[src/inc/dscr_cfg.svh]
/*
 * Offsets, field positions, reset values and timing counts for the decoder
 * status and configuration register bank.
 * Assumes a byte-addressed AXI4-Lite bus with 32-bit data and 8-bit address.
 */
// Contract
// Preview nibble below 8 gives mode 0..7 directly; top bit means >7 or error
// Preview top bit ORs mode bits 7..3 with erasure; low bits OR erasure
// Reading the decoder status register clears the pending decoder interrupt
// Status bit 7 reads 0 while interrupt registers valid, 1 once invalid
// Status bit 5 reads 1 once error correction ran on current block
// Any write to soft reset register reinitialises registers, data picks host mode; code ignores such writes unless write strobe bit 0 is set
// Host mode 000 compat A, 001 ATAPI, 010 compat B, 011 unknown host
// Hardware reset leaves host mode 111, device idles until mode written
// Unknown host setting keeps all host bus pins at high impedance; code still drives them while host read strobe is low
// After hardware reset pins stay high impedance unless host read strobe low
// Subcode block address holds 10 bits, inside the first kilobyte
// Input config bit 7 picks serial format: 0 I2S style, 1 EIAJ
// Input config bits 6,5 set oversampling: 00 none, 01 two, 10 four
// Input config bit 4 picks subcode format: 0 V4, 1 EIAJ
// Input config bit 3 switches the subcode interface on
// Input config bit 2 picks subcode: 0 cooked, 1 raw
// Input config bit 1 puts external buffer RAM into test mode
// Subcode recovery timed from bit clock divided by programmed oversampling
// Reserved and unused bits read zero and ignore writes
`ifndef DSCR_CFG_SVH
`define DSCR_CFG_SVH

////////////////////////////////////////////////////////////////////////////////
// Register byte addresses
`define DSCR_ADDR_PREVIEW    8'h00
`define DSCR_ADDR_STATUS     8'h04
`define DSCR_ADDR_SOFT_RESET 8'h08
`define DSCR_ADDR_SUB_ADDR   8'h0C
`define DSCR_ADDR_IN_CFG     8'h10

////////////////////////////////////////////////////////////////////////////////
// Field positions
`define DSCR_STAT_INVALID_BIT 7
`define DSCR_STAT_ECC_BIT     5
`define DSCR_CFG_SERIAL_BIT   7
`define DSCR_CFG_OVS_HI_BIT   6
`define DSCR_CFG_OVS_LO_BIT   5
`define DSCR_CFG_SUBFMT_BIT   4
`define DSCR_CFG_SUBEN_BIT    3
`define DSCR_CFG_SUBRAW_BIT   2
`define DSCR_CFG_EXT_RAM_TEST_BIT  1
`define DSCR_CFG_WR_MASK      8'hFE
`define DSCR_SUB_ADDR_W       10

////////////////////////////////////////////////////////////////////////////////
// Reset values and AXI responses
`define DSCR_RST_CFG      8'h00
`define DSCR_RST_SUB_ADDR 10'h000
`define DSCR_RST_PREVIEW  4'h0
`define DSCR_RESP_OKAY    2'h0
`define DSCR_RESP_SLVERR  2'h2

////////////////////////////////////////////////////////////////////////////////
// Bit clock divide terminal counts per oversampling code
`define DSCR_DIV_NONE 2'h0
`define DSCR_DIV_TWO  2'h1
`define DSCR_DIV_FOUR 2'h3

`endif

[src/inc/dscr_pkg.sv]
/*
 * Types shared by the decoder status and configuration register bank.
 * Assumes dscr_cfg.svh is compiled alongside.
 */
package dscr_pkg;

   ////////////////////////////////////////////////////////////////////////////
   // Host interface modes, 111 is the hardware reset value
   typedef enum logic [2:0] {
      DSCR_HOST_COMPAT_A = 3'h0,
      DSCR_HOST_ATAPI    = 3'h1,
      DSCR_HOST_COMPAT_B = 3'h2,
      DSCR_HOST_UNKNOWN  = 3'h3,
      DSCR_HOST_POWERUP  = 3'h7
   } dscr_host_e;

   // Register select result of the address decoder
   typedef enum logic [2:0] {
      DSCR_SEL_PREVIEW = 3'h0,
      DSCR_SEL_STATUS  = 3'h1,
      DSCR_SEL_SOFT    = 3'h3,
      DSCR_SEL_SUB     = 3'h2,
      DSCR_SEL_CFG     = 3'h6,
      DSCR_SEL_NONE    = 3'h7
   } dscr_sel_e;

   ////////////////////////////////////////////////////////////////////////////
   // Whole state of the register bank
   typedef struct packed {
      logic        aw_held;
      logic        w_held;
      logic [7:0]  waddr;
      logic [31:0] wdata;
      logic [3:0]  wstrb;
      logic        awready;
      logic        wready;
      logic        bvalid;
      logic [1:0]  bresp;
      logic        arready;
      logic        rvalid;
      logic [1:0]  rresp;
      logic [31:0] rdata;
      logic [3:0]  preview;
      logic        intr;
      logic        invalid;
      logic        ecc;
      logic [2:0]  host_mode;
      logic [9:0]  sub_addr;
      logic [7:0]  cfg;
      logic        hrd_s1;
      logic        hrd_s2;
      logic        bck_s1;
      logic        bck_s2;
      logic        bck_s3;
      logic [1:0]  div_cnt;
      logic        tick;
      logic        oe;
      logic        soft_pulse;
   } dscr_state_s;

endpackage

[src/verilog/dscr_preview.sv]
/*
 * Next-block mode preview encoder.
 * Assumes mode byte and erasure flag come from decoder logic on the same clock.
 */
module dscr_preview (
   input  wire logic [7:0] mode_byte_in,
   input  wire logic       erasure_flag_in,
   output logic      [3:0] preview_out
);

   ////////////////////////////////////////////////////////////////////////////
   // Top bit flags modes above seven or an erased byte
   always_comb begin
      preview_out[3]   = (|mode_byte_in[7:3]) | erasure_flag_in;
      preview_out[2:0] = mode_byte_in[2:0] | {3{erasure_flag_in}};
   end

endmodule

[src/verilog/dscr_regs.sv]
/*
 * Decoder status and configuration register bank with AXI4-Lite slave,
 * host pin enable control and subcode bit clock divider.
 * Assumes decoder datapath inputs share clock_in; pins are raw asynchronous.
 */
// Design decisions made here: the AXI4-Lite register port and the placing of the registers.
`include "dscr_cfg.svh"

module dscr_regs (
   input  wire logic        clock_in,
   input  wire logic        arst_n_in,
   // AXI4-Lite write address, data and response
   input  wire logic [7:0]  s_axi_awaddr_in,
   input  wire logic        s_axi_awvalid_in,
   output logic             s_axi_awready_out,
   input  wire logic [31:0] s_axi_wdata_in,
   input  wire logic [3:0]  s_axi_wstrb_in,
   input  wire logic        s_axi_wvalid_in,
   output logic             s_axi_wready_out,
   output logic [1:0]       s_axi_bresp_out,
   output logic             s_axi_bvalid_out,
   input  wire logic        s_axi_bready_in,
   // AXI4-Lite read address and data
   input  wire logic [7:0]  s_axi_araddr_in,
   input  wire logic        s_axi_arvalid_in,
   output logic             s_axi_arready_out,
   output logic [31:0]      s_axi_rdata_out,
   output logic [1:0]       s_axi_rresp_out,
   output logic             s_axi_rvalid_out,
   input  wire logic        s_axi_rready_in,
   // Decoder datapath
   input  wire logic [7:0]  mode_byte_in,
   input  wire logic        erasure_flag_in,
   input  wire logic        mode_byte_valid_in,
   input  wire logic        decoder_interrupt_set_in,
   input  wire logic        regs_invalid_set_in,
   input  wire logic        ecc_done_in,
   // Pins
   input  wire logic        host_read_strobe_n_in,
   input  wire logic        serial_bit_clock_in,
   // Control outputs
   output logic             decoder_interrupt_out,
   output logic [2:0]       host_mode_out,
   output logic             host_bus_oe_out,
   output logic             soft_reset_out,
   output logic [9:0]       subcode_block_address_out,
   output logic             serial_format_sel_out,
   output logic             oversample_hi_out,
   output logic             oversample_lo_out,
   output logic             subcode_format_sel_out,
   output logic             subcode_port_enable_out,
   output logic             subcode_raw_sel_out,
   output logic             ext_ram_test_out,
   output logic             subcode_bit_tick_out
);

   ////////////////////////////////////////////////////////////////////////////
   // Address decode shared by read and write paths
   function automatic dscr_pkg::dscr_sel_e reg_sel(input logic [7:0] addr);
      dscr_pkg::dscr_sel_e sel;
      sel = dscr_pkg::DSCR_SEL_NONE;
      if (addr == `DSCR_ADDR_PREVIEW) begin
         sel = dscr_pkg::DSCR_SEL_PREVIEW;
      end else if (addr == `DSCR_ADDR_STATUS) begin
         sel = dscr_pkg::DSCR_SEL_STATUS;
      end else if (addr == `DSCR_ADDR_SOFT_RESET) begin
         sel = dscr_pkg::DSCR_SEL_SOFT;
      end else if (addr == `DSCR_ADDR_SUB_ADDR) begin
         sel = dscr_pkg::DSCR_SEL_SUB;
      end else if (addr == `DSCR_ADDR_IN_CFG) begin
         sel = dscr_pkg::DSCR_SEL_CFG;
      end
      return sel;
   endfunction

   // Bit clock divide terminal count from oversampling field
   function automatic logic [1:0] div_limit(input logic [7:0] cfg);
      logic [1:0] lim;
      lim = `DSCR_DIV_NONE;
      if (cfg[`DSCR_CFG_OVS_HI_BIT:`DSCR_CFG_OVS_LO_BIT] == 2'h1) begin
         lim = `DSCR_DIV_TWO;
      end else if (cfg[`DSCR_CFG_OVS_HI_BIT:`DSCR_CFG_OVS_LO_BIT] == 2'h2) begin
         lim = `DSCR_DIV_FOUR;
      end
      return lim;
   endfunction

   ////////////////////////////////////////////////////////////////////////////
   // Reset release through two flip-flops
   logic rst_s1_q;
   logic rst_n_q;

   always_ff @(posedge clock_in or negedge arst_n_in) begin
      if (!arst_n_in) begin
         rst_s1_q <= 1'b0;
         rst_n_q  <= 1'b0;
      end else begin
         rst_s1_q <= 1'b1;
         rst_n_q  <= rst_s1_q;
      end
   end

   ////////////////////////////////////////////////////////////////////////////
   // Preview encoder
   logic [3:0] preview_w;

   dscr_preview u_preview (
      .mode_byte_in    (mode_byte_in),
      .erasure_flag_in (erasure_flag_in),
      .preview_out     (preview_w)
   );

   ////////////////////////////////////////////////////////////////////////////
   // State
   dscr_pkg::dscr_state_s s_q;
   dscr_pkg::dscr_state_s s_d;
   dscr_pkg::dscr_sel_e   wsel;
   dscr_pkg::dscr_sel_e   rsel;
   logic                  do_write;
   logic                  do_read;
   logic                  stat_read;
   logic                  soft_wr;
   logic                  mode_known;
   logic                  bck_edge;

   // Next state of the whole bank
   always_comb begin
      s_d        = s_q;
      s_d.soft_pulse = 1'b0;
      s_d.tick   = 1'b0;
      do_write   = s_q.aw_held && s_q.w_held && !s_q.bvalid;
      do_read    = s_axi_arvalid_in && s_q.arready;
      wsel       = reg_sel(s_q.waddr);
      rsel       = reg_sel(s_axi_araddr_in);
      stat_read  = do_read && (rsel == dscr_pkg::DSCR_SEL_STATUS);
      soft_wr    = do_write && (wsel == dscr_pkg::DSCR_SEL_SOFT) && s_q.wstrb[0];
      mode_known = (s_q.host_mode == dscr_pkg::DSCR_HOST_COMPAT_A) ||
                   (s_q.host_mode == dscr_pkg::DSCR_HOST_ATAPI) ||
                   (s_q.host_mode == dscr_pkg::DSCR_HOST_COMPAT_B);
      bck_edge   = s_q.bck_s2 && !s_q.bck_s3;

      // Pin synchronisers
      s_d.hrd_s1 = host_read_strobe_n_in;
      s_d.hrd_s2 = s_q.hrd_s1;
      s_d.bck_s1 = serial_bit_clock_in;
      s_d.bck_s2 = s_q.bck_s1;
      s_d.bck_s3 = s_q.bck_s2;

      // Write address and data captured independently
      if (s_axi_awvalid_in && s_q.awready) begin
         s_d.aw_held = 1'b1;
         s_d.waddr   = s_axi_awaddr_in;
      end
      if (s_axi_wvalid_in && s_q.wready) begin
         s_d.w_held = 1'b1;
         s_d.wdata  = s_axi_wdata_in;
         s_d.wstrb  = s_axi_wstrb_in;
      end
      if (s_q.bvalid && s_axi_bready_in) begin
         s_d.bvalid = 1'b0;
      end
      if (s_q.rvalid && s_axi_rready_in) begin
         s_d.rvalid = 1'b0;
      end

      // Datapath events; interrupt set placed after its status-read clear so it wins, but the invalid clear comes after its set and wins
      if (mode_byte_valid_in) begin
         s_d.preview = preview_w;
      end
      s_d.ecc = ecc_done_in;
      if (stat_read) begin
         s_d.intr = 1'b0;
      end
      if (regs_invalid_set_in) begin
         s_d.invalid = 1'b1;
      end
      if (decoder_interrupt_set_in) begin
         s_d.intr    = 1'b1;
         s_d.invalid = 1'b0;
      end

      // Register writes
      if (do_write) begin
         s_d.aw_held = 1'b0;
         s_d.w_held  = 1'b0;
         s_d.bvalid  = 1'b1;
         s_d.bresp   = `DSCR_RESP_OKAY;
         if (wsel == dscr_pkg::DSCR_SEL_NONE) begin
            s_d.bresp = `DSCR_RESP_SLVERR;
         end else if (soft_wr) begin
            s_d.cfg        = `DSCR_RST_CFG;
            s_d.sub_addr   = `DSCR_RST_SUB_ADDR;
            s_d.preview    = `DSCR_RST_PREVIEW;
            s_d.intr       = 1'b0;
            s_d.invalid    = 1'b0;
            s_d.div_cnt    = 2'h0;
            s_d.host_mode  = s_q.wdata[2:0];
            s_d.soft_pulse = 1'b1;
         end else if (wsel == dscr_pkg::DSCR_SEL_SUB) begin
            if (s_q.wstrb[0]) begin
               s_d.sub_addr[7:0] = s_q.wdata[7:0];
            end
            if (s_q.wstrb[1]) begin
               s_d.sub_addr[9:8] = s_q.wdata[9:8];
            end
         end else if (wsel == dscr_pkg::DSCR_SEL_CFG && s_q.wstrb[0]) begin
            s_d.cfg = s_q.wdata[7:0] & `DSCR_CFG_WR_MASK;
         end
      end

      // Read data; unused bits stay zero
      if (do_read) begin
         s_d.rvalid = 1'b1;
         s_d.rresp  = `DSCR_RESP_OKAY;
         s_d.rdata  = 32'h0000_0000;
         if (rsel == dscr_pkg::DSCR_SEL_PREVIEW) begin
            s_d.rdata[3:0] = s_q.preview;
         end else if (rsel == dscr_pkg::DSCR_SEL_STATUS) begin
            s_d.rdata[`DSCR_STAT_INVALID_BIT] = s_q.invalid;
            s_d.rdata[`DSCR_STAT_ECC_BIT]     = s_q.ecc;
         end else if (rsel == dscr_pkg::DSCR_SEL_SUB) begin
            s_d.rdata[9:0] = s_q.sub_addr;
         end else if (rsel == dscr_pkg::DSCR_SEL_CFG) begin
            s_d.rdata[7:0] = s_q.cfg;
         end else if (rsel == dscr_pkg::DSCR_SEL_NONE) begin
            s_d.rresp = `DSCR_RESP_SLVERR;
         end
      end

      // Host pins driven only for a known host or a low read strobe
      s_d.oe = mode_known || !s_q.hrd_s2;

      // Subcode bit tick: one per bit clock edge group of the oversample factor
      if (bck_edge) begin
         if (s_q.div_cnt >= div_limit(s_q.cfg)) begin
            s_d.div_cnt = 2'h0;
            s_d.tick    = s_q.cfg[`DSCR_CFG_SUBEN_BIT];
         end else begin
            s_d.div_cnt = s_q.div_cnt + 2'h1;
         end
      end

      // One item at a time per direction
      s_d.awready = !s_d.aw_held && !s_d.bvalid;
      s_d.wready  = !s_d.w_held && !s_d.bvalid;
      s_d.arready = !s_d.rvalid;
   end

   // State register; host mode wakes at 111
   always_ff @(posedge clock_in or negedge rst_n_q) begin
      if (!rst_n_q) begin
         s_q           <= '0;
         s_q.host_mode <= dscr_pkg::DSCR_HOST_POWERUP;
         s_q.hrd_s1    <= 1'b1;
         s_q.hrd_s2    <= 1'b1;
         s_q.cfg       <= `DSCR_RST_CFG;
         s_q.sub_addr  <= `DSCR_RST_SUB_ADDR;
      end else begin
         s_q <= s_d;
      end
   end

   ////////////////////////////////////////////////////////////////////////////
   // Outputs straight from state
   assign s_axi_awready_out         = s_q.awready;
   assign s_axi_wready_out          = s_q.wready;
   assign s_axi_bvalid_out          = s_q.bvalid;
   assign s_axi_bresp_out           = s_q.bresp;
   assign s_axi_arready_out         = s_q.arready;
   assign s_axi_rvalid_out          = s_q.rvalid;
   assign s_axi_rresp_out           = s_q.rresp;
   assign s_axi_rdata_out           = s_q.rdata;
   assign decoder_interrupt_out     = s_q.intr;
   assign host_mode_out             = s_q.host_mode;
   assign host_bus_oe_out           = s_q.oe;
   assign soft_reset_out            = s_q.soft_pulse;
   assign subcode_block_address_out = s_q.sub_addr;
   assign serial_format_sel_out     = s_q.cfg[`DSCR_CFG_SERIAL_BIT];
   assign oversample_hi_out         = s_q.cfg[`DSCR_CFG_OVS_HI_BIT];
   assign oversample_lo_out         = s_q.cfg[`DSCR_CFG_OVS_LO_BIT];
   assign subcode_format_sel_out    = s_q.cfg[`DSCR_CFG_SUBFMT_BIT];
   assign subcode_port_enable_out   = s_q.cfg[`DSCR_CFG_SUBEN_BIT];
   assign subcode_raw_sel_out       = s_q.cfg[`DSCR_CFG_SUBRAW_BIT];
   assign ext_ram_test_out          = s_q.cfg[`DSCR_CFG_EXT_RAM_TEST_BIT];
   assign subcode_bit_tick_out      = s_q.tick;
endmodule

[config.mk]
export PLATFORM = sky130hd
export DESIGN_NAME = dscr_regs
export DESIGN_NICKNAME = d
export VERILOG_FILES = /design/src/inc/dscr_pkg.sv /design/src/verilog/dscr_preview.sv /design/src/verilog/dscr_regs.sv
export VERILOG_INCLUDE_DIRS = /design/src /design/src/inc
export SDC_FILE = /design/constraint.sdc
export NUM_CORES = 1
export LEC_CHECK = 0
export BUFFER_PORTS_ARGS = -buffer_cell sky130_fd_sc_hd__buf_2
export CORE_UTILIZATION = 46
export CTS_BUF_LIST = sky130_fd_sc_hd__clkbuf_8
export DETAILED_ROUTE_END_ITERATION = 16
export GPL_TIMING_DRIVEN = 0
export HOLD_SLACK_MARGIN = 0.03
export PLACE_DENSITY = 0.81
export SLEW_MARGIN = 20
export SYNTH_ARGS = -nofsm -noshare
export SYNTH_HDL_FRONTEND = slang
export SYNTH_HIERARCHICAL = 1
export SYNTH_SLANG_ARGS = --single-unit
[constraint.sdc]
create_clock -name clock_in -period 2.45 [get_ports clock_in]
set_input_delay 0.3675 -clock clock_in [delete_from_list [all_inputs] [get_ports clock_in]]
set_output_delay 0.3675 -clock clock_in [all_outputs]
set_load 0.01 [all_outputs]
Yosys cells after proc, flatten, opt, wreduce, memory -nomap -nowiden --
Index checks and enable logic that the tools add are counted.
Word-level totals: register bits after elaboration 81, bits of input ports 74, output and inout port bits 65
Cells by class: bitwise gates (word level) 3, add/sub/neg operators 1, reductions and logical operators 40, muxes and demuxes 58, eq/ne operators 22, magnitude comparators 1
Operators by type and width (number):
- 2-to-1 mux 8 bit | 5
- 2-to-1 mux 2 bit | 18
- 2-to-1 mux 35 bit | 1
- equality test 8 x 4 -> 1 bit, second input constant | 4
- 2-to-1 mux 3 bit | 10
- 2-to-1 mux 6 bit | 4
- 2-to-1 mux 18 bit | 1
- equality test 8 x 3 -> 1 bit, second input constant | 2
- equality test 8 x 5 -> 1 bit, second input constant | 2
- logical NOT 8 bit | 2
- 2-to-1 mux 1 bit | 15
- logical AND 1 bit | 14
- equality test 3 x 2 -> 1 bit, second input constant | 4
- equality test 3 bit, second input constant | 4
- AND reduction 4 bit | 3
- nonzero test 2 bit | 6
- 2-to-1 mux 10 bit | 1
- 2-to-1 mux 4 bit | 2
- logical NOT 1 bit | 7
- equality test 3 x 1 -> 1 bit, second input constant | 2
- logical NOT 3 bit | 2
- AND reduction 3 bit | 2
- 2-to-1 mux 5 bit | 1
- OR reduction 5 bit | 1
- 9 further kinds | 12

Longest topological paths before layout --
Gate-level depths: netlist (run 1).
word-level depth 14, depth in mapped cells 8

Modules after synthesis --
The synthesis (run 1) kept the hierarchy.
Modules (own cells, without submodules):
- dscr_regs | area each 3639.7 sq um, cells an instance 322, instances 1
- dscr_preview | area each 38.8 sq um, cells an instance 6, instances 1

Worst setup path after synthesis (run 1) --
Ideal clock, no wire load.
path kind register to register, start point register s_q[121] (netlist name), end point register s_q (netlist bit ext_ram_test_out), period minus slack after synthesis 1.866 ns, stages on the path, launching flop included 5, data arrival time 1.742 ns, path buffers 0, path slack 0.584 ns, library setup time 0.124 ns, path through dfrtp_1 -> or4_4 -> nor4_4 -> o21ai_2 -> a211o_1
On the way: cells in the longest elaborated chain, start to end 11
Ends and longest elaborated chain:
- start: declaration | RTL line dscr_regs.sv:115 | dscr_pkg::dscr_state_s s_q;
- equality test 8 x 5 -> 1 bit (no source line)
- 2-to-1 mux 1 bit | RTL line dscr_regs.sv:70 | end else if (addr == `DSCR_ADDR_IN_CFG) begin
- 2-to-1 mux 3 bit | RTL line dscr_regs.sv:68 | end else if (addr == `DSCR_ADDR_SUB_ADDR) begin
- 2-to-1 mux 3 bit | RTL line dscr_regs.sv:66 | end else if (addr == `DSCR_ADDR_SOFT_RESET) begin
- 2-to-1 mux 3 bit | RTL line dscr_regs.sv:64 | end else if (addr == `DSCR_ADDR_STATUS) begin
- 2-to-1 mux 3 bit * | RTL line dscr_regs.sv:62 | if (addr == `DSCR_ADDR_PREVIEW) begin
- equality test 3 x 2 -> 1 bit | RTL line dscr_regs.sv:136 | soft_wr = do_write && (wsel == dscr_pkg::DSCR_SEL_SOFT) && s_q.wstrb[0];
- logical AND 1 bit (2 in series) | RTL line dscr_regs.sv:136
- != test 2 bit (no source line) / nonzero test 2 bit (equally long branches)
- AND reduction 4 bit (no source line)
Mark *: on every way between the ends. The rest lies on a longest branch, timed or not. A chain may end at the register's enable or synchronous reset.

Worst setup path after layout (run 1) --
start point register s_q[121] (netlist name), end point register s_q (netlist bit subcode_port_enable_out)
Same word-level chain as after synthesis.

==> results by group, run 1 <==
STA
  – Clock skew: 7.03 ps
  – RSZ-0062 raised after global routing: no
  – Relative max-transition margin: 50.1%
  – Total setup violations reported at the end of the flow: 0
  – Fmax: 0.465 GHz
  – Worst-Margin Slew: 747 ps
  – Final hold vios: 0
  – Pins Over Slew Limit: 0
  – Period utilisation layout: 87.9%
  – Period minus WS final: 2150 ps
  – Slack of the critical path: 297 ps

Synthesis
  – #FFs+latches synth: 78
  – Mux contribution to synthesized area: 8.13%
  – Post-synthesis xor/xnor area fraction: 0.238%
  – Post-synthesis compound-gate area fraction: 10.8%
  – Number of synthesized flops with an enable pin: 0
  – Post-synth ARST share: 100%
  – Synth top area share: 49.7%
  – Synth Flop Type: dfrtp_1
  – Cell taking the most area after synthesis: dfrtp_1
  – Syn avg cell area: 11.2 um2
  – Post-Synthesis Cells: 328
  – Area share of and/or/nand/nor cells after synthesis: 14.3%
  – Synth warnings: 6
  – Post-synthesis cell type count: 45
  – Largest family of logic cells by synthesized area: simple AND/OR/NAND/NOR gates
  – Top cells by area, synth: dfrtp_1, buf_4, mux2_2, dfstp_2, nand2_1
  – Post-synthesis adder-cell area fraction: 1.02%
  – Cell Area, Synth: 3680 um2
  – Register area share after synthesis: 53.2%

Global routing
  – First-pass GRT wire length: 12,300 um
  – Overall Global Routing Usage: 19.3%
  – Initial antenna violation count: 0
  – Largest net degree at the start of global routing: 57
  – Total gr overflow: 0
  – Vias in the first global route: 2,589

CTS
  – CTS resizes: 0
  – Hold buffers post-CTS: 1
  – Post-CTS setup buffers: 0
  – Clock sink count: 78
  – Skew-Pair Late Insertion Delay: 350 ps
  – H-Tree Depth: 3
  – Clk buf depth: 2
  – Root buffer cell: clkbuf_8
  – Clock buffer count from CTS: 9
  – CTS tree: yes
  – Clock-pin slew on the worst setup and hold paths: 80 ps

Final layout
  – Fill cells: 642
  – Most frequent cells in the layout: buf_2, dfrtp_1, buf_4
  – Layout area overhead: 24.9%
  – Share of cells above drive strength 1: 43.7%
  – Register area: 1960 um2
  – Area taken by multi-input logic gates: 1360 um2
  – Most common cell after layout, fill and taps aside: buf_2
  – # diodes: 0
  – Fin area: 4590 um2
  – Nets: 530

Routing
  – DRC Markers: 0
  – DR iter-0 viols: 124
  – DR WL/cell: 13.6 um
  – DRT Pass-1 Iters: 4
  – DR vias/cell: 4.83
  – Total wire length: 7640 um
  – Vias after detailed routing: 2,704
  – Remaining antenna violation count: 0

Power and ir drop
  – Max VDD drop: 0.000615 V
  – Tot Pwr: 3.99 mW
  – Pwr Density: 869 nW/um2
  – Seq pwr share: 47.3%
  – Clk pwr share: 26.0%
  – Pint: 2.74 mW
  – Switching part of the total: 31.5%
  – NetSw: 1.26 mW
  – Pleak: 2.30 nW
  – Logic pwr share: 26.7%

Die
  – Initial Util: 47.6%
  – # IOs: 139
  – Die X: 91.4 um
  – Core region area: 7730 um2
  – Chip height: 91.4 um
  – Site Rows: 32
  – Die Footprint: 8360 um2

Worst setup path
  – RR Endpoint: subcode_port_enable_out$_DFFE_PN0P_
  – Flop2flop setup slack: 300 ps
  – Worst Path Arrival: 2380 ps
  – Crit Path Category: reg2reg
  – Critical Path RT: 2680 ps
  – Crit Path Max Fanout: 8
  – Slowest CP cell: or4_4
  – Critical path, cell by cell: or4_4 > nor4_4 > o21ai_2 > a211o_1
  – Critical path's largest stage delay: 600 ps
  – Worst-case reg-to-reg path depth: 4
  – Kind of end point of the critical path: flip-flop
  – R2r startpoint: s_q[121]$_DFFE_PN0P_
  – Startpoint Class: flip-flop

Status
  – Status: finished clean

Hold path
  – Hold Path End: s_d[8]$_DFF_PN1_
  – Hold Crit Start: host_read_strobe_n_in
  – Min-Delay Path Depth: 1
  – Hold crit path type: in2reg

Run
  – Maxcap violations: 0

Placed design
  – Post-Place Worst Slack: 323 ps
  – Final Wtd Congestion: 0.770
  – Dpl cell area: 4370 um2
  – DP HPWL: 5800 um
  – I/O Buffers: 89
==> per-stage QoR <==
step	utilization, %	hold WS (ps)	TNS (ps)	std cells
after floorplan	-	71.9	0	351
after global placement	56.1	153	-46920	542
after detailed placement	56.5	154	0	543
after CTS	59.5	98.2	0	560
after global routing	59.5	91.5	0	560
final	59.5	111	0	560
==> sequential cells by signal, summed over array words and instances, names as in the netlist, 3 cells and up <==
name	flops
s_q	32
host_mode_out	3
subcode_block_address_out	10
s_axi_rdata_out	10
s_d	3
==> synth_stat cells, types with 2 or more instances <==
master / n
o21ai_0: 6
a41o_1: 2
a21oi_1: 4
nand2b_1: 4
and3_2: 7
and3_1: 7
dfstp_2: 5
a22o_1: 8
a22oi_1: 6
o22ai_1: 2
nor2_1: 13
o21ai_1: 12
o31ai_1: 2
nor3b_1: 3
or4_1: 3
nand2_1: 29
and3b_1: 2
or2_2: 4
a211o_1: 7
mux2_2: 22
ha_1: 3
and2_1: 2
nor3_1: 2
nor2b_1: 6
inv_1: 9
clkbuf_1: 7
nand3_1: 2
a32oi_1: 3
conb_1: 2
nor4_2: 2
buf_4: 50
a31oi_1: 2
nand3b_1: 3
dfrtp_1: 73
mux2i_1: 4
==> per-layer routing <==
layer  global-route usage (%)  routed length, um  share of wire, %
met5                        0                  0                 0
met1                     24.3               3380                44
met3                     5.61                475               6.2
met2                     30.6               3600                47
met4                     8.99                179               2.3
==> cells by family (layout without fill, tap and decap cells) <==
family,count (synthesis),after routing
other,2,25
adder cells (fa/ha/maj),3,3
XOR/XNOR,1,1
AO/OA/AOI/OAI,57,57
buffers and inverters,68,175
multiplexers,27,27
AND/OR/NAND/NOR,92,92
flip-flops,78,78
==> worst max path at each step <==
stage,depth (start not counted),start,to,slack [ps]
after floorplan,0,rst_n_q$_DFF_PN0_,decoder_interrupt_out$_DFF_PN0_,130
after global placement,0,rst_n_q$_DFF_PN0_,soft_reset_out$_DFF_PN0_,-660
after detailed placement,4,s_q[121]$_DFFE_PN0P_,subcode_port_enable_out$_DFFE_PN0P_,320
after CTS,4,s_q[121]$_DFFE_PN0P_,subcode_port_enable_out$_DFFE_PN0P_,310
after global routing,4,s_q[121]$_DFFE_PN0P_,subcode_format_sel_out$_DFFE_PN0P_,250
final,4,s_q[121]$_DFFE_PN0P_,subcode_port_enable_out$_DFFE_PN0P_,300
==> cell type report <==
type / count / area share [%]
clock inverter: 6 / 1.69
tap: 102 / 2.78
buffer: 59 / 8.93
inverter: 9 / 0.735
timing repair buffer: 91 / 10.5
clock buffer: 10 / 3.00
sequential: 78 / 42.7
multi-input combinational: 205 / 29.7
==> worst max-delay path: cells and delay by family, from the launching register on <==
family          cells  cell delay, ps
simple gates        2            1090
flops               1             380
compound gates      2             560
==> power by group through the flow <==
| stage | Combinational, mW | Clock, mW | Sequential [mW] |
|---|---|---|---|
| after floorplan | 0.751 | 0 | 1.86 |
| after global placement | 0.998 | 0 | 1.90 |
| after detailed placement | 1.06 | 0 | 1.91 |
| after CTS | 1.07 | 1.06 | 1.89 |
| after global routing | 1.19 | 1.11 | 1.93 |
| final | 1.07 | 1.04 | 1.89 |
(Power assumes the default switching activity.)
==> run 2, diff against run 1 <==
--- a/config.mk
+++ b/config.mk
@@ -7,12 +7,12 @@
 export NUM_CORES = 1
 export LEC_CHECK = 0
 export BUFFER_PORTS_ARGS = -buffer_cell sky130_fd_sc_hd__buf_2
-export CORE_UTILIZATION = 46
+export CORE_UTILIZATION = 40
 export CTS_BUF_LIST = sky130_fd_sc_hd__clkbuf_8
 export DETAILED_ROUTE_END_ITERATION = 16
 export GPL_TIMING_DRIVEN = 0
 export HOLD_SLACK_MARGIN = 0.03
-export PLACE_DENSITY = 0.81
+export PLACE_DENSITY = 0.72
 export SLEW_MARGIN = 20
 export SYNTH_ARGS = -nofsm -noshare
 export SYNTH_HDL_FRONTEND = slang
==> results by group, run 2 (synthesis results as in run 1) <==
STA
  – Worst-Margin Slew: 769 ps (+22.1 ps)
  – Slack of the critical path: 354 ps (+57.1 ps)
  – Fmax: 0.477 GHz (+2.7%)
  – WHS: 114 ps (+3.90 ps)
  – RSZ-0062 raised after global routing: no
  – Setup_tns: 0 ps (unchanged)
  – Period minus WS final: 2100 ps (-57.1 ps)
  – Period utilisation layout: 85.5% (-2.3 points)
  – Pins Over Slew Limit: 0 (unchanged)
  – Relative max-transition margin: 48.3% (-1.8 points)
  – Clock skew: 9.33 ps (+2.30 ps)
  – Total setup violations reported at the end of the flow: 0 (unchanged)
  – Final hold vios: 0 (unchanged)

CTS
  – Skew-Pair Late Insertion Delay: 350 ps (about the same)
  – Clock-pin slew on the worst setup and hold paths: 70 ps (about the same)
  – CTS tree: yes
  – Hold buffers post-CTS: 1 (unchanged)
  – Clock buffer count from CTS: 9 (unchanged)
  – H-Tree Depth: 3 (unchanged)
  – Root buffer cell: clkbuf_8
  – Clk buf depth: 2 (unchanged)
  – Post-CTS setup buffers: 0 (unchanged)
  – CTS resizes: 0 (unchanged)
  – Clock sink count: 78 (unchanged)

Worst setup path
  – Critical Path RT: 2680 ps (about the same)
  – Kind of end point of the critical path: flip-flop
  – Flop2flop setup slack: 350 ps (+60 ps)
  – CP top delay family: simple AND/OR/NAND/NOR gates
  – Critical path's largest stage delay: 600 ps (about the same)
  – Slowest CP cell: or4_4
  – Crit Path Category: reg2reg
  – RR Endpoint: subcode_format_sel_out$_DFFE_PN0P_
  – Crit Path Max Fanout: 8 (unchanged)
  – Startpoint Class: flip-flop
  – Bufs and invs on worst path: 0 (unchanged)
  – Worst Path Arrival: 2330 ps (-50 ps)
  – R2r startpoint: s_q[121]$_DFFE_PN0P_
  – Critical path, cell by cell: or4_4 > nor4_4 > o21ai_2 > a211o_1
  – Worst-case reg-to-reg path depth: 4 (unchanged)

Routing
  – Remaining antenna violation count: 0 (unchanged)
  – Vias after detailed routing: 2,692 (-0.44%)
  – DR WL/cell: 13.9 um (+2.2%)
  – Total wire length: 7890 um (+3.3%)
  – DRC Markers: 14 (+14)
  – DR vias/cell: 4.76 (-1.5%)
  – DR iter-0 viols: 140 (+13%)
  – DRT Pass-1 Iters: 10 (+6)

Final layout
  – Share of cells above drive strength 1: 43.7% (unchanged)
  – Nets: 530 (unchanged)
  – Area taken by multi-input logic gates: 1360 um2 (unchanged)
  – Top reg by flops: s_q
  – Fill cells: 823 (+28%)
  – Most frequent cells in the layout: buf_2, dfrtp_1, buf_4
  – Layout area overhead: 26.0%
  – Max FFs per register: 32 (unchanged)
  – Register area: 1960 um2 (unchanged)
  – Most common cell after layout, fill and taps aside: buf_2
  – Fin cells: 566 (+1.1%)
  – # diodes: 0 (unchanged)

Die
  – Chip height: 97.9 um (+7.1%)
  – Core region area: 8810 um2 (+14%)
  – Site Rows: 34 (+6.3%)
  – # IOs: 139 (unchanged)
  – Die Footprint: 9580 um2 (+15%)
  – Die X: 97.9 um (+7.1%)
  – Initial Util: 41.8% (-5.8 points)

Global routing
  – First-pass GRT wire length: 12,900 um (+4.9%)
  – Total gr overflow: 0 (unchanged)
  – Initial antenna violation count: 0 (unchanged)
  – Vias in the first global route: 2,679 (+3.5%)
  – Largest net degree at the start of global routing: 57 (unchanged)
  – Overall Global Routing Usage: 17.3% (-2.0 points)

Power and ir drop
  – Pwr Density: 891 nW/um2 (+2.4%)
  – Tot Pwr: 4.13 mW (+3.4%)
  – Max VDD drop: 0.000528 V (-14%)
  – Pleak: 2.31 nW (+0.59%)

Status
  – Status: complete, but fails checks
  – Violated checks: DRC

Hold path
  – Hold Crit Start: host_read_strobe_n_in
  – Hold crit path type: in2reg
  – Min-Delay Path Depth: 1 (unchanged)
  – Hold Path End: s_d[8]$_DFF_PN1_

Placed design
  – Post-Place Worst Slack: 376 ps (+52.9 ps)
  – I/O Buffers: 89 (unchanged)
  – Final Wtd Congestion: 0.783 (+1.7%)
  – DP HPWL: 5890 um (+1.5%)
  – Placed cells: 549 (+1.1%)

Run
  – Maxcap violations: 0 (unchanged)
run 2: cell types whose count changed in the layout (fill, tap and decap cells not counted), sizes merged:
| cell | delta |
|---|---|
| clkinv | -2 |
| bufinv | +1 |
| clkbuf | +1 |
run 2: per-layer routing:
metal	vias up	part of all wire (%)	GRT usage [%]
li1	1326	-	-
met1	1262	43	21.5
met2	92	49	28.9
met3	12	6.9	4.22
met4	0	1.6	7.34
met5	-	0	0
run 2: where the power goes:
| group | internal (mW) | switching [mW] | total [mW] | leakage (nW) |
|---|---|---|---|---|
| clock | 0.726 | 0.449 | 1.18 | 0.132 |
| combinational | 0.550 | 0.518 | 1.07 | 1.27 |
| sequential | 1.60 | 0.289 | 1.89 | 0.915 |
run 2: area by class of cell:
cell class	instances	area share (%)
Tap cell	108	2.91
Buffer	59	8.85
Clock inverter	5	2.11
Inverter	9	0.729
Timing Repair Buffer	91	10.4
Multi-Input combinational cell	205	29.4
Clock buffer	11	3.27
Sequential cell	78	42.3
run 2: through the flow:
stage,utilization (%),cell area (um2)
after floorplan,-,3760
after global placement,49.3,4350
after detailed placement,49.7,4380
after CTS,52.6,4640
after global routing,52.6,4640
final,52.6,4640
run 2: worst max path at each step:
stage,endpoint,slack (ps),start,cells after the start
2_1_floorplan,decoder_interrupt_out$_DFF_PN0_,130,rst_n_q$_DFF_PN0_,0
3_3_place_gp,s_axi_rdata_out[0]$_DFFE_PN0P_,-710,rst_n_q$_DFF_PN0_,0
3_5_place_dp,s_axi_rdata_out[2]$_DFFE_PN0P_,380,s_axi_araddr_in[6],5
4_1_cts,host_mode_out[1]$_DFFE_PN1P_,360,s_q[121]$_DFFE_PN0P_,4
5_1_grt,subcode_format_sel_out$_DFFE_PN0P_,270,s_q[121]$_DFFE_PN0P_,4
6_report,subcode_format_sel_out$_DFFE_PN0P_,350,s_q[121]$_DFFE_PN0P_,4
run 2: worst reg2reg max path: stages (launching register included):
cell	delay, ps
dfrtp_1	380
or4_4	600
nor4_4	460
o21ai_2	210
a211o_1	340
